**config.mk**
```make
export PLATFORM = sky130hd
export DESIGN_NAME = ias_adapter
export DESIGN_NICKNAME = d
export VERILOG_FILES = /design/src/ias_sync.v /design/src/ias_timebase.v /design/src/ias_adapter.v
export VERILOG_INCLUDE_DIRS = /design/src
export SDC_FILE = /design/constraint.sdc
export NUM_CORES = 1
export LEC_CHECK = 0
export ABC_CLOCK_PERIOD_IN_PS = 3950
export BUFFER_PORTS_ARGS = -buffer_cell sky130_fd_sc_hd__buf_2
export CAP_MARGIN = 20
export CORE_MARGIN = 2
export CORE_UTILIZATION = 50
export CTS_CLUSTER_DIAMETER = 120
export CTS_CLUSTER_SIZE = 28
export DETAILED_ROUTE_END_ITERATION = 8
export HOLD_SLACK_MARGIN = 0.03
export MAX_ROUTING_LAYER = met4
export PLACE_DENSITY = 0.71
export SETUP_SLACK_MARGIN = 0.4
export SLEW_MARGIN = 20
export SYNTH_ARGS = -nofsm -noshare
export SYNTH_HDL_FRONTEND = slang
export SYNTH_SLANG_ARGS = --single-unit
```
**constraint.sdc**
```tcl
create_clock -name clk_i -period 3.95 [get_ports clk_i]
set_clock_uncertainty 0.1 [all_clocks]
set_input_delay 0 -clock clk_i [delete_from_list [all_inputs] [get_ports clk_i]]
set_output_delay 0 -clock clk_i [all_outputs]
set_load 0.005 [all_outputs]
```
**src/ias_defs.vh**
```
`ifndef IAS_DEFS_VH
`define IAS_DEFS_VH

// timebase: oscillator divided by 4, terminal count of the divider
`define IAS_DIV_LAST 2'h3

// phase codes driven to the converter
`define IAS_CODE_CLEAR 2'h0
`define IAS_CODE_NULL 2'h1
`define IAS_CODE_INT 2'h2
`define IAS_CODE_DEINT 2'h3

// phase length byte: upper half of the timebase counter
`define IAS_LEN_RST 8'h00
`define IAS_LEN_SHORT_HI 8'h00
`define IAS_LEN_SHORT_LO 8'h80
`define IAS_CNT_LOW 8'h00
`define IAS_CNT_LAST 16'hFFFF
`define IAS_LOAD_BITS 4'h8

// result frame
`define IAS_FRAME_W 18
`define IAS_MAG_MAX 17'h1FFFF

// register byte offsets
`define IAS_ADR_CTRL 4'h0
`define IAS_ADR_LEN 4'h4
`define IAS_ADR_STAT 4'h8
`define IAS_ADR_RES 4'hC

// field positions
`define IAS_CTRL_HOLD 0
`define IAS_STAT_VALID_N 2
`define IAS_STAT_HOLD 3
`define IAS_STAT_READ 4
`define IAS_STAT_LOAD 5

// reset values
`define IAS_CTRL_RST 1'b0
`define IAS_RES_RST 18'h00000
// idle pin levels {zc, ce_n, ld_n, rd_n, din, sclk}: selects high, rest low
`define IAS_PIN_IDLE 6'h0C
`define IAS_OE_N_RST 1'b1

`endif

```
**src/ias_sync.v**
```verilog
`timescale 1ns/10ps
`default_nettype none

module ias_sync #(
  parameter W = 6
) (
  input wire clk_i,
  input wire rst_i,
  input wire ce_i,
  input wire [W-1:0] d_i,
  input wire [W-1:0] rst_val_i,
  output wire [W-1:0] q_o
);

  reg [W-1:0] meta_reg;
  reg [W-1:0] sync_reg;

  // two flops per pin; the first is read only by the second
  genvar g;
  generate
    for (g = 0; g < W; g = g + 1) begin : bit_g
      always @(posedge clk_i) begin
        if (rst_i) begin
          meta_reg[g] <= rst_val_i[g];
          sync_reg[g] <= rst_val_i[g];
        end else if (ce_i) begin
          meta_reg[g] <= d_i[g];
          sync_reg[g] <= meta_reg[g];
        end
      end
    end
  endgenerate

  // both flops reset to the idle level, so release brings no false edge
  assign q_o = sync_reg;

endmodule

`default_nettype wire

```
**src/ias_timebase.v**
```verilog
`timescale 1ns/10ps
`default_nettype none
`include "ias_defs.vh"

module ias_timebase (
  input wire clk_i,
  input wire rst_i,
  input wire ce_i,
  output wire tick_o
);

  reg [1:0] div_reg;

  // free running divide by four
  always @(posedge clk_i) begin
    if (rst_i) begin
      div_reg <= 2'h0;
    end else if (ce_i) begin
      div_reg <= div_reg + 2'h1;
    end
  end

  // one clock wide strobe per divided period
  assign tick_o = ce_i & (div_reg == `IAS_DIV_LAST);

endmodule

`default_nettype wire

```
**src/ias_adapter.v**
```verilog
// Added by the designer: register access over Wishbone and the register addresses.
`timescale 1ns/10ps
`default_nettype none
`include "ias_defs.vh"

// Summary of operation
// - read select fall loads latest result
// - frame: overrange, sign, 16-bit magnitude MSB-first
// - sign high positive, low negative
// - overrange visible at read select fall
// - serial out driven only during read select
// - read select high abandons read, floats output
// - sample in on rise, shift out on fall
// - phase length byte arrives MSB first
// - load select low shifts into holding register
// - load select high moves byte to counter
// - short load pulse: serial in picks length
// - valid output low during offset-null phase
// - convert enable low runs cycles back-to-back
// - convert enable high forces offset-null hold
// - phase codes 01,10,11,00 per phase
// - zero-cross falling edge ends de-integrate
// - timebase is oscillator divided by four
// - clear phase waits for zero-cross rise; code waits on the zero-cross high level

module ias_adapter (
  input wire clk_i,
  input wire rst_i,
  input wire ce_i,
  input wire wb_cyc_i,
  input wire wb_stb_i,
  input wire wb_we_i,
  input wire [3:0] wb_adr_i,
  input wire [3:0] wb_sel_i,
  input wire [31:0] wb_dat_i,
  output reg [31:0] wb_dat_o,
  output reg wb_ack_o,
  input wire serial_clock_i,
  input wire serial_in_i,
  input wire read_sel_n_i,
  input wire load_sel_n_i,
  input wire convert_enable_n_i,
  input wire zero_cross_input_i,
  output wire serial_out_o,
  output wire serial_out_oe_n_o,
  output reg conversion_valid_n_o,
  output reg [1:0] phase_code_o
);

  // sequencer states, binary coded
  localparam ST_CLEAR = 2'd0;
  localparam ST_NULL = 2'd1;
  localparam ST_INT = 2'd2;
  localparam ST_DEINT = 2'd3;

  // state to converter phase code
  function [1:0] phase_code;
    input [1:0] st;
    begin
      case (st)
        ST_CLEAR: phase_code = `IAS_CODE_CLEAR;
        ST_NULL: phase_code = `IAS_CODE_NULL;
        ST_INT: phase_code = `IAS_CODE_INT;
        ST_DEINT: phase_code = `IAS_CODE_DEINT;
        default: phase_code = `IAS_CODE_CLEAR;
      endcase
    end
  endfunction

  // register offset match, shared by the write decodes
  function offset_hit;
    input [3:0] adr;
    input [3:0] off;
    begin
      offset_hit = (adr == off);
    end
  endfunction

  // timebase strobe and synchronised pin copies
  wire tick;
  wire [5:0] pin_s;
  wire sclk_s;
  wire din_s;
  wire rd_n_s;
  wire ld_n_s;
  wire ce_n_s;
  wire zc_s;

  // sequencer, result and serial port state
  reg [5:0] pin_d_reg;
  reg [1:0] st_reg;
  reg [15:0] cnt_reg;
  reg [16:0] mag_reg;
  reg sign_reg;
  reg zc_fell_reg;
  reg [17:0] res_reg;
  reg [7:0] len_reg;
  reg [7:0] hold_reg;
  reg [3:0] ld_cnt_reg;
  reg [17:0] sh_reg;
  reg ctrl_hold_reg;
  reg oe_n_reg;

  // divided timebase strobe
  ias_timebase u_tb (
    .clk_i(clk_i),
    .rst_i(rst_i),
    .ce_i(ce_i),
    .tick_o(tick)
  );

  // every pin passes two flops before use
  // flops start at idle levels so no read or load is seen at release
  ias_sync #(
    .W(6)
  ) u_sync (
    .clk_i(clk_i),
    .rst_i(rst_i),
    .ce_i(ce_i),
    .d_i({zero_cross_input_i, convert_enable_n_i, load_sel_n_i,
          read_sel_n_i, serial_in_i, serial_clock_i}),
    .rst_val_i(`IAS_PIN_IDLE),
    .q_o(pin_s)
  );

  assign sclk_s = pin_s[0];
  assign din_s = pin_s[1];
  assign rd_n_s = pin_s[2];
  assign ld_n_s = pin_s[3];
  assign ce_n_s = pin_s[4];
  assign zc_s = pin_s[5];

  // edge history of synchronised pins
  always @(posedge clk_i) begin
    if (rst_i) begin
      pin_d_reg <= `IAS_PIN_IDLE;
    end else if (ce_i) begin
      pin_d_reg <= pin_s;
    end
  end

  wire sclk_rise = sclk_s & ~pin_d_reg[0];
  wire sclk_fall = ~sclk_s & pin_d_reg[0];
  wire rd_fall = ~rd_n_s & pin_d_reg[2];
  wire ld_fall = ~ld_n_s & pin_d_reg[3];
  wire ld_rise = ld_n_s & ~pin_d_reg[3];
  wire zc_fall = ~zc_s & pin_d_reg[5];

  // pin or software hold both force offset-null
  wire hold = ce_n_s | ctrl_hold_reg;

  wire wb_req = wb_cyc_i & wb_stb_i & ~wb_ack_o;
  wire wb_wr = wb_req & wb_we_i & wb_sel_i[0];

  // conversion sequencer, stepped on the divided timebase
  always @(posedge clk_i) begin
    if (rst_i) begin
      st_reg <= ST_CLEAR;
      cnt_reg <= {`IAS_LEN_RST, `IAS_CNT_LOW};
      mag_reg <= 17'h00000;
      sign_reg <= 1'b0;
      res_reg <= `IAS_RES_RST;
    end else if (ce_i) begin
      if (hold) begin
        // suspended: sit in offset-null, restart its count
        st_reg <= ST_NULL;
        cnt_reg <= {len_reg, `IAS_CNT_LOW};
      end else if (tick) begin
        case (st_reg)
          ST_CLEAR: begin
            // integrator settled once comparator is back high
            if (zc_s) begin
              st_reg <= ST_NULL;
              cnt_reg <= {len_reg, `IAS_CNT_LOW};
            end
          end
          ST_NULL: begin
            if (cnt_reg == `IAS_CNT_LAST) begin
              st_reg <= ST_INT;
              cnt_reg <= {len_reg, `IAS_CNT_LOW};
            end else begin
              cnt_reg <= cnt_reg + 16'h0001;
            end
          end
          ST_INT: begin
            if (cnt_reg == `IAS_CNT_LAST) begin
              st_reg <= ST_DEINT;
              mag_reg <= 17'h00000;
              // comparator high after integrate means input positive
              sign_reg <= zc_s;
            end else begin
              cnt_reg <= cnt_reg + 16'h0001;
            end
          end
          ST_DEINT: begin
            if (zc_fell_reg) begin
              st_reg <= ST_CLEAR;
              res_reg <= {mag_reg[16], sign_reg, mag_reg[15:0]};
            end else if (mag_reg != `IAS_MAG_MAX) begin
              // carry out of 16 bits becomes overrange, then saturates
              mag_reg <= mag_reg + 17'h00001;
            end
          end
          default: begin
            st_reg <= ST_CLEAR;
          end
        endcase
      end
    end
  end

  // comparator fall is caught at full rate, acted on at the next tick
  always @(posedge clk_i) begin
    if (rst_i) begin
      zc_fell_reg <= 1'b0;
    end else if (ce_i) begin
      if (st_reg != ST_DEINT || hold) begin
        zc_fell_reg <= 1'b0;
      end else if (zc_fall) begin
        zc_fell_reg <= 1'b1;
      end
    end
  end

  // converter control outputs registered from the state
  always @(posedge clk_i) begin
    if (rst_i) begin
      phase_code_o <= `IAS_CODE_CLEAR;
      conversion_valid_n_o <= 1'b1;
    end else if (ce_i) begin
      phase_code_o <= phase_code(st_reg);
      conversion_valid_n_o <= (st_reg != ST_NULL);
    end
  end

  // phase length load port and bus write of the same byte
  always @(posedge clk_i) begin
    if (rst_i) begin
      len_reg <= `IAS_LEN_RST;
      hold_reg <= 8'h00;
      ld_cnt_reg <= 4'h0;
    end else if (ce_i) begin
      if (ld_fall) begin
        ld_cnt_reg <= 4'h0;
      end else if (~ld_n_s && sclk_rise) begin
        // MSB arrives first, so shift toward the top
        hold_reg <= {hold_reg[6:0], din_s};
        if (ld_cnt_reg != `IAS_LOAD_BITS) begin
          ld_cnt_reg <= ld_cnt_reg + 4'h1;
        end
      end
      if (ld_rise) begin
        if (ld_cnt_reg == 4'h0) begin
          // no bits clocked: serial in level picks the length
          len_reg <= din_s ? `IAS_LEN_SHORT_HI : `IAS_LEN_SHORT_LO;
        end else begin
          len_reg <= hold_reg;
        end
      end else if (wb_wr && offset_hit(wb_adr_i, `IAS_ADR_LEN)) begin
        len_reg <= wb_dat_i[7:0];
      end
    end
  end

  // result shifter toward the host
  always @(posedge clk_i) begin
    if (rst_i) begin
      sh_reg <= `IAS_RES_RST;
    end else if (ce_i) begin
      if (rd_fall) begin
        // overrange lands on the output bit at once
        sh_reg <= res_reg;
      end else if (~rd_n_s && sclk_fall) begin
        sh_reg <= {sh_reg[16:0], 1'b0};
      end
    end
  end

  // enable drops at the same edge as the load, so the first
  // driven bit is already overrange, never a stale shifter bit
  always @(posedge clk_i) begin
    if (rst_i) begin
      oe_n_reg <= `IAS_OE_N_RST;
    end else if (ce_i) begin
      if (rd_n_s) begin
        // a raise abandons the read and floats the pin at once
        oe_n_reg <= 1'b1;
      end else if (rd_fall) begin
        oe_n_reg <= 1'b0;
      end
    end
  end

  // serial data straight from the shifter flop
  assign serial_out_o = sh_reg[17];
  assign serial_out_oe_n_o = oe_n_reg;

  // bus control register
  always @(posedge clk_i) begin
    if (rst_i) begin
      ctrl_hold_reg <= `IAS_CTRL_RST;
    end else if (ce_i) begin
      if (wb_wr && offset_hit(wb_adr_i, `IAS_ADR_CTRL)) begin
        ctrl_hold_reg <= wb_dat_i[`IAS_CTRL_HOLD];
      end
    end
  end

  // classic wishbone slave: ack one cycle after the request
  always @(posedge clk_i) begin
    if (rst_i) begin
      wb_ack_o <= 1'b0;
      wb_dat_o <= 32'h00000000;
    end else if (ce_i) begin
      wb_ack_o <= wb_req;
      wb_dat_o <= 32'h00000000;
      if (wb_req && !wb_we_i) begin
        case (wb_adr_i)
          `IAS_ADR_CTRL: begin
            wb_dat_o[`IAS_CTRL_HOLD] <= ctrl_hold_reg;
          end
          `IAS_ADR_LEN: begin
            wb_dat_o[7:0] <= len_reg;
          end
          `IAS_ADR_STAT: begin
            wb_dat_o[1:0] <= phase_code_o;
            wb_dat_o[`IAS_STAT_VALID_N] <= conversion_valid_n_o;
            wb_dat_o[`IAS_STAT_HOLD] <= hold;
            wb_dat_o[`IAS_STAT_READ] <= ~rd_n_s;
            wb_dat_o[`IAS_STAT_LOAD] <= ~ld_n_s;
          end
          `IAS_ADR_RES: begin
            wb_dat_o[17:0] <= res_reg;
          end
          default: begin
            // unmapped offsets read zero and still ack
            wb_dat_o <= 32'h00000000;
          end
        endcase
      end
    end
  end

endmodule

`default_nettype wire

```
==> metrics.md <==
| Metric | Value |
|---|---|
| F_max | 310 MHz |
| # DRC | 0 |
| Worst-path clk slew | 0.06 ns |
| Data required time of the worst path | 4.20 ns |
| Via density | 5.75 |
| Initial antenna violation count | 0 |
| Slew HR | 31.2% |
| Hold Fails Final Rpt | 0 |
| Switching pwr | 0.000690 W |
| Cts bufs inserted | 17 |
| Logic pwr share | 4.8% |
| Starting Density | 51.7% |
| Cell count after synthesis | 727 |
| RSZ-0062 raised after global routing | false |
| Largest area contributor in the netlist | dfxtp_1 |
| Setup TNS | 0 ns |
| Root buf cell | clkbuf_16 |
| ANT nets after route | 0 |
| Iteration-0 DRC Markers | 433 |
| Type of origin of the critical path | flip-flop |
| Sequential share of power | 43.9% |
| Die Y | 116 um |
| Internal | 0.00249 W |
| Slew of the pin with the lowest slew margin | 1.03 ns |
| Avg WL per Cell | 16.0 um |
| Final min period | 3.22 ns |
| Max Cap Viol | 0 |
| Critical Path End Type | flip-flop |
| Post-synth ARST share | 0% |
| Worst-Skew Late Latency | 0.42 ns |
| H-tree depth | 4 |
| CTS max path bufs | 2 |
| Nets | 846 |
| Post-detail-place hpwl | 10,400 um |
| Hold path depth | 4 |
| Min-Delay Path Class | in2reg |
| Clock Sinks | 135 |
| #FFs+latches synth | 135 |
| Post-cts gate resize count | 0 |
| Yosys Warn Count | 0 |
| Global-route wire length before repair | 25,400 um |
| TritonCTS clock tree | done |
| Synthesized area | 6280 sq um |
| Vias in the first global route | 5,213 |
| Post-CTS Setup Bufs | 0 |
| Leak | 2.64 nW |
| Crit path kind | reg2reg |
| Slew Limit Fails | 0 |
| Pwr dens | 426 nW/um^2 |
| Outcome | complete, no violations |
| Power consumption | 0.00318 W |
| Register area share after synthesis | 43.0% |
| Synth top area share | 43.0% |
| Syn Area/Cell | 8.64 sq um |
| Share of layout cells above drive strength 1 | 12.9% |
| Switching part of the total | 21.7% |
| Largest net degree at the start of global routing | 64 |
| Die ar. | 13,500 sq um |
| GR Overflow Total | 0 |
| Vias | 5,540 |
| # diodes | 0 |
| Detailed Routing Iterations Pass 1 | 5 |
| RD Place Congestion | 0.906 |
| Synthesis-to-layout area growth | 18.6% |
| Dominant cells by area after synthesis | dfxtp_1 (43%), mux2i_1 (7.2%), nor2_1 (5.0%) |
| Die X | 116 um |
| Max FO, Critical Path | 10 |
| Placeable core area | 12,200 sq um |
| Crit path arrival time | 3.48 ns |
| I/O pin count | 90 |
| Reg2reg path depth | 10 |
| Post-Route Utilization | 61.3% |
| Synth cell types | 67 |
| Post-synth EDFFs | 0 |
| All-layer global routing usage | 25.0% |
| Clock share of power | 51.3% |
| Most used DFF post-synth | dfxtp_1 |
| Site Rows | 40 |
| Port bufs | 48 |
| Tcrit/Tclk final | 81.6% |
| Total wire length | 15,400 um |
| Peak supply drop | 0.000286 V |
| Final setup fails | 0 |
## area by class of cell
class                           count  area [sq um]
Clock inverter                     10           143
Inverter                           23          86.3
Timing Repair Buffer               82           566
Sequential cell                   135          2700
Tap cell                          168           210
Fill cell                        1066          4710
Multi-Input combinational cell    525          3270
Clock buffer                       21           470
## kinds of logic (layout without fill, tap and decap cells)
family                     after synthesis  in the layout  share of synthesized area (%)
adders and majority gates               10             10                           1.99
xor gates and xnor gates                10             10                           1.39
AOI/OAI and AO/OA                      164            164                           18.5
DFF                                    135            135                           43.0
buffers and inverters                   80            136                           5.78
other                                    1             14                         0.0597
and+or+nand+nor                        276            276                           20.9
muxes                                   51             51                           8.42
## path summary, 6_finish.rpt
check	from	to	slack, ns
setup / recovery	mag_reg[8]$_SDFFE_PP0P_	mag_reg[12]$_SDFFE_PP0P_	0.73
hold / removal	wb_adr_i[3]	wb_dat_o[7]$_SDFFE_PP0P_	0.07
setup reg to reg	mag_reg[8]$_SDFFE_PP0P_	mag_reg[12]$_SDFFE_PP0P_	0.73
hold reg to reg	sh_reg[0]$_SDFFE_PP0P_	sh_reg[0]$_SDFFE_PP0P_	0.37
## metrics by stage
stage          hold slack [ns]  instance area [sq um]  instances  setup WS, ns
2_1_floorplan           0.0284                   6330        740          1.12
3_3_place_gp             0.126                   6570        906         0.827
3_5_place_dp             0.129                   6570        906         0.746
4_1_cts                 0.0581                   7450        964         0.723
5_1_grt                  0.100                   7450        964         0.453
6_report                0.0669                   7450        964         0.727
## power by group through the flow
stage | Clock [W] | Sequential (W) | Combinational, W
floorplan | 0 | 0.00142 | 0.000104
global placement | 0 | 0.00142 | 0.000126
detailed placement | 0 | 0.00142 | 0.000129
CTS | 0.00165 | 0.00139 | 0.000150
global route | 0.00171 | 0.00140 | 0.000168
finish | 0.00163 | 0.00139 | 0.000152
## repair_timing
action / 4_1_cts / 5_1_grt
endpoints found under the setup margin: 0 / 0
endpoints found under the hold margin: 51 / 0
hold buffers: 27 / 0
## cells in the final DEF, fill, tap and decap left out, drive strengths merged, types with 8 or more instances in the layout
master	n
clkbuf	21
nor3	21
o21ai	22
dfxtp	135
and3	8
mux2i	45
buf	55
conb	14
nor2	84
a22oi	20
inv	24
nand2	78
dlygate4sd3	27
a221oi	11
nand3	23
nor2b	9
ha	10
or3	11
nand4	10
a211oi	26
a21oi	44
## cell usage after synthesis, types with 3 or more instances
master,count
and2_1,3
a32o_1,3
xnor2_1,4
or3_1,11
and3_1,8
buf_4,15
nand2b_1,5
a32oi_1,3
a211oi_1,26
dfxtp_1,135
nor2_1,84
o32ai_1,6
clkbuf_1,32
nor2b_1,9
nand2_1,77
nor4_1,7
o21ai_0,21
mux2_2,5
nand3_1,23
mux2i_1,45
inv_1,21
a21oi_1,44
buf_1,5
nor3b_1,3
xor2_1,6
buf_2,5
a221oi_1,11
a22oi_1,20
ha_1,10
nand4_1,9
nor3_1,21
o2bb2ai_1,3
## layer usage
layer | share of wire, % | vias up | track usage, % | wire, um
met5 | 0 | - | - | 0
met4 | 2.3 | 0 | 9.29 | 356
met3 | 4.4 | 32 | 5.81 | 684
met2 | 49 | 146 | 40.6 | 7600
met1 | 44 | 2639 | 30.5 | 6800
li1 | - | 2723 | - | -
## worst max-delay path, stage by stage, from the launching register on
cell,delay (ns)
dfxtp_1,0.36
and4_1,0.21
and2_1,0.17
nand4_1,0.12
nor2_1,0.07
ha_1,0.18
or3b_1,0.39
a2111oi_4,0.61
nand4_1,0.39
or3_1,0.40
a21oi_1,0.15
Power figures use the tool's default switching activity.
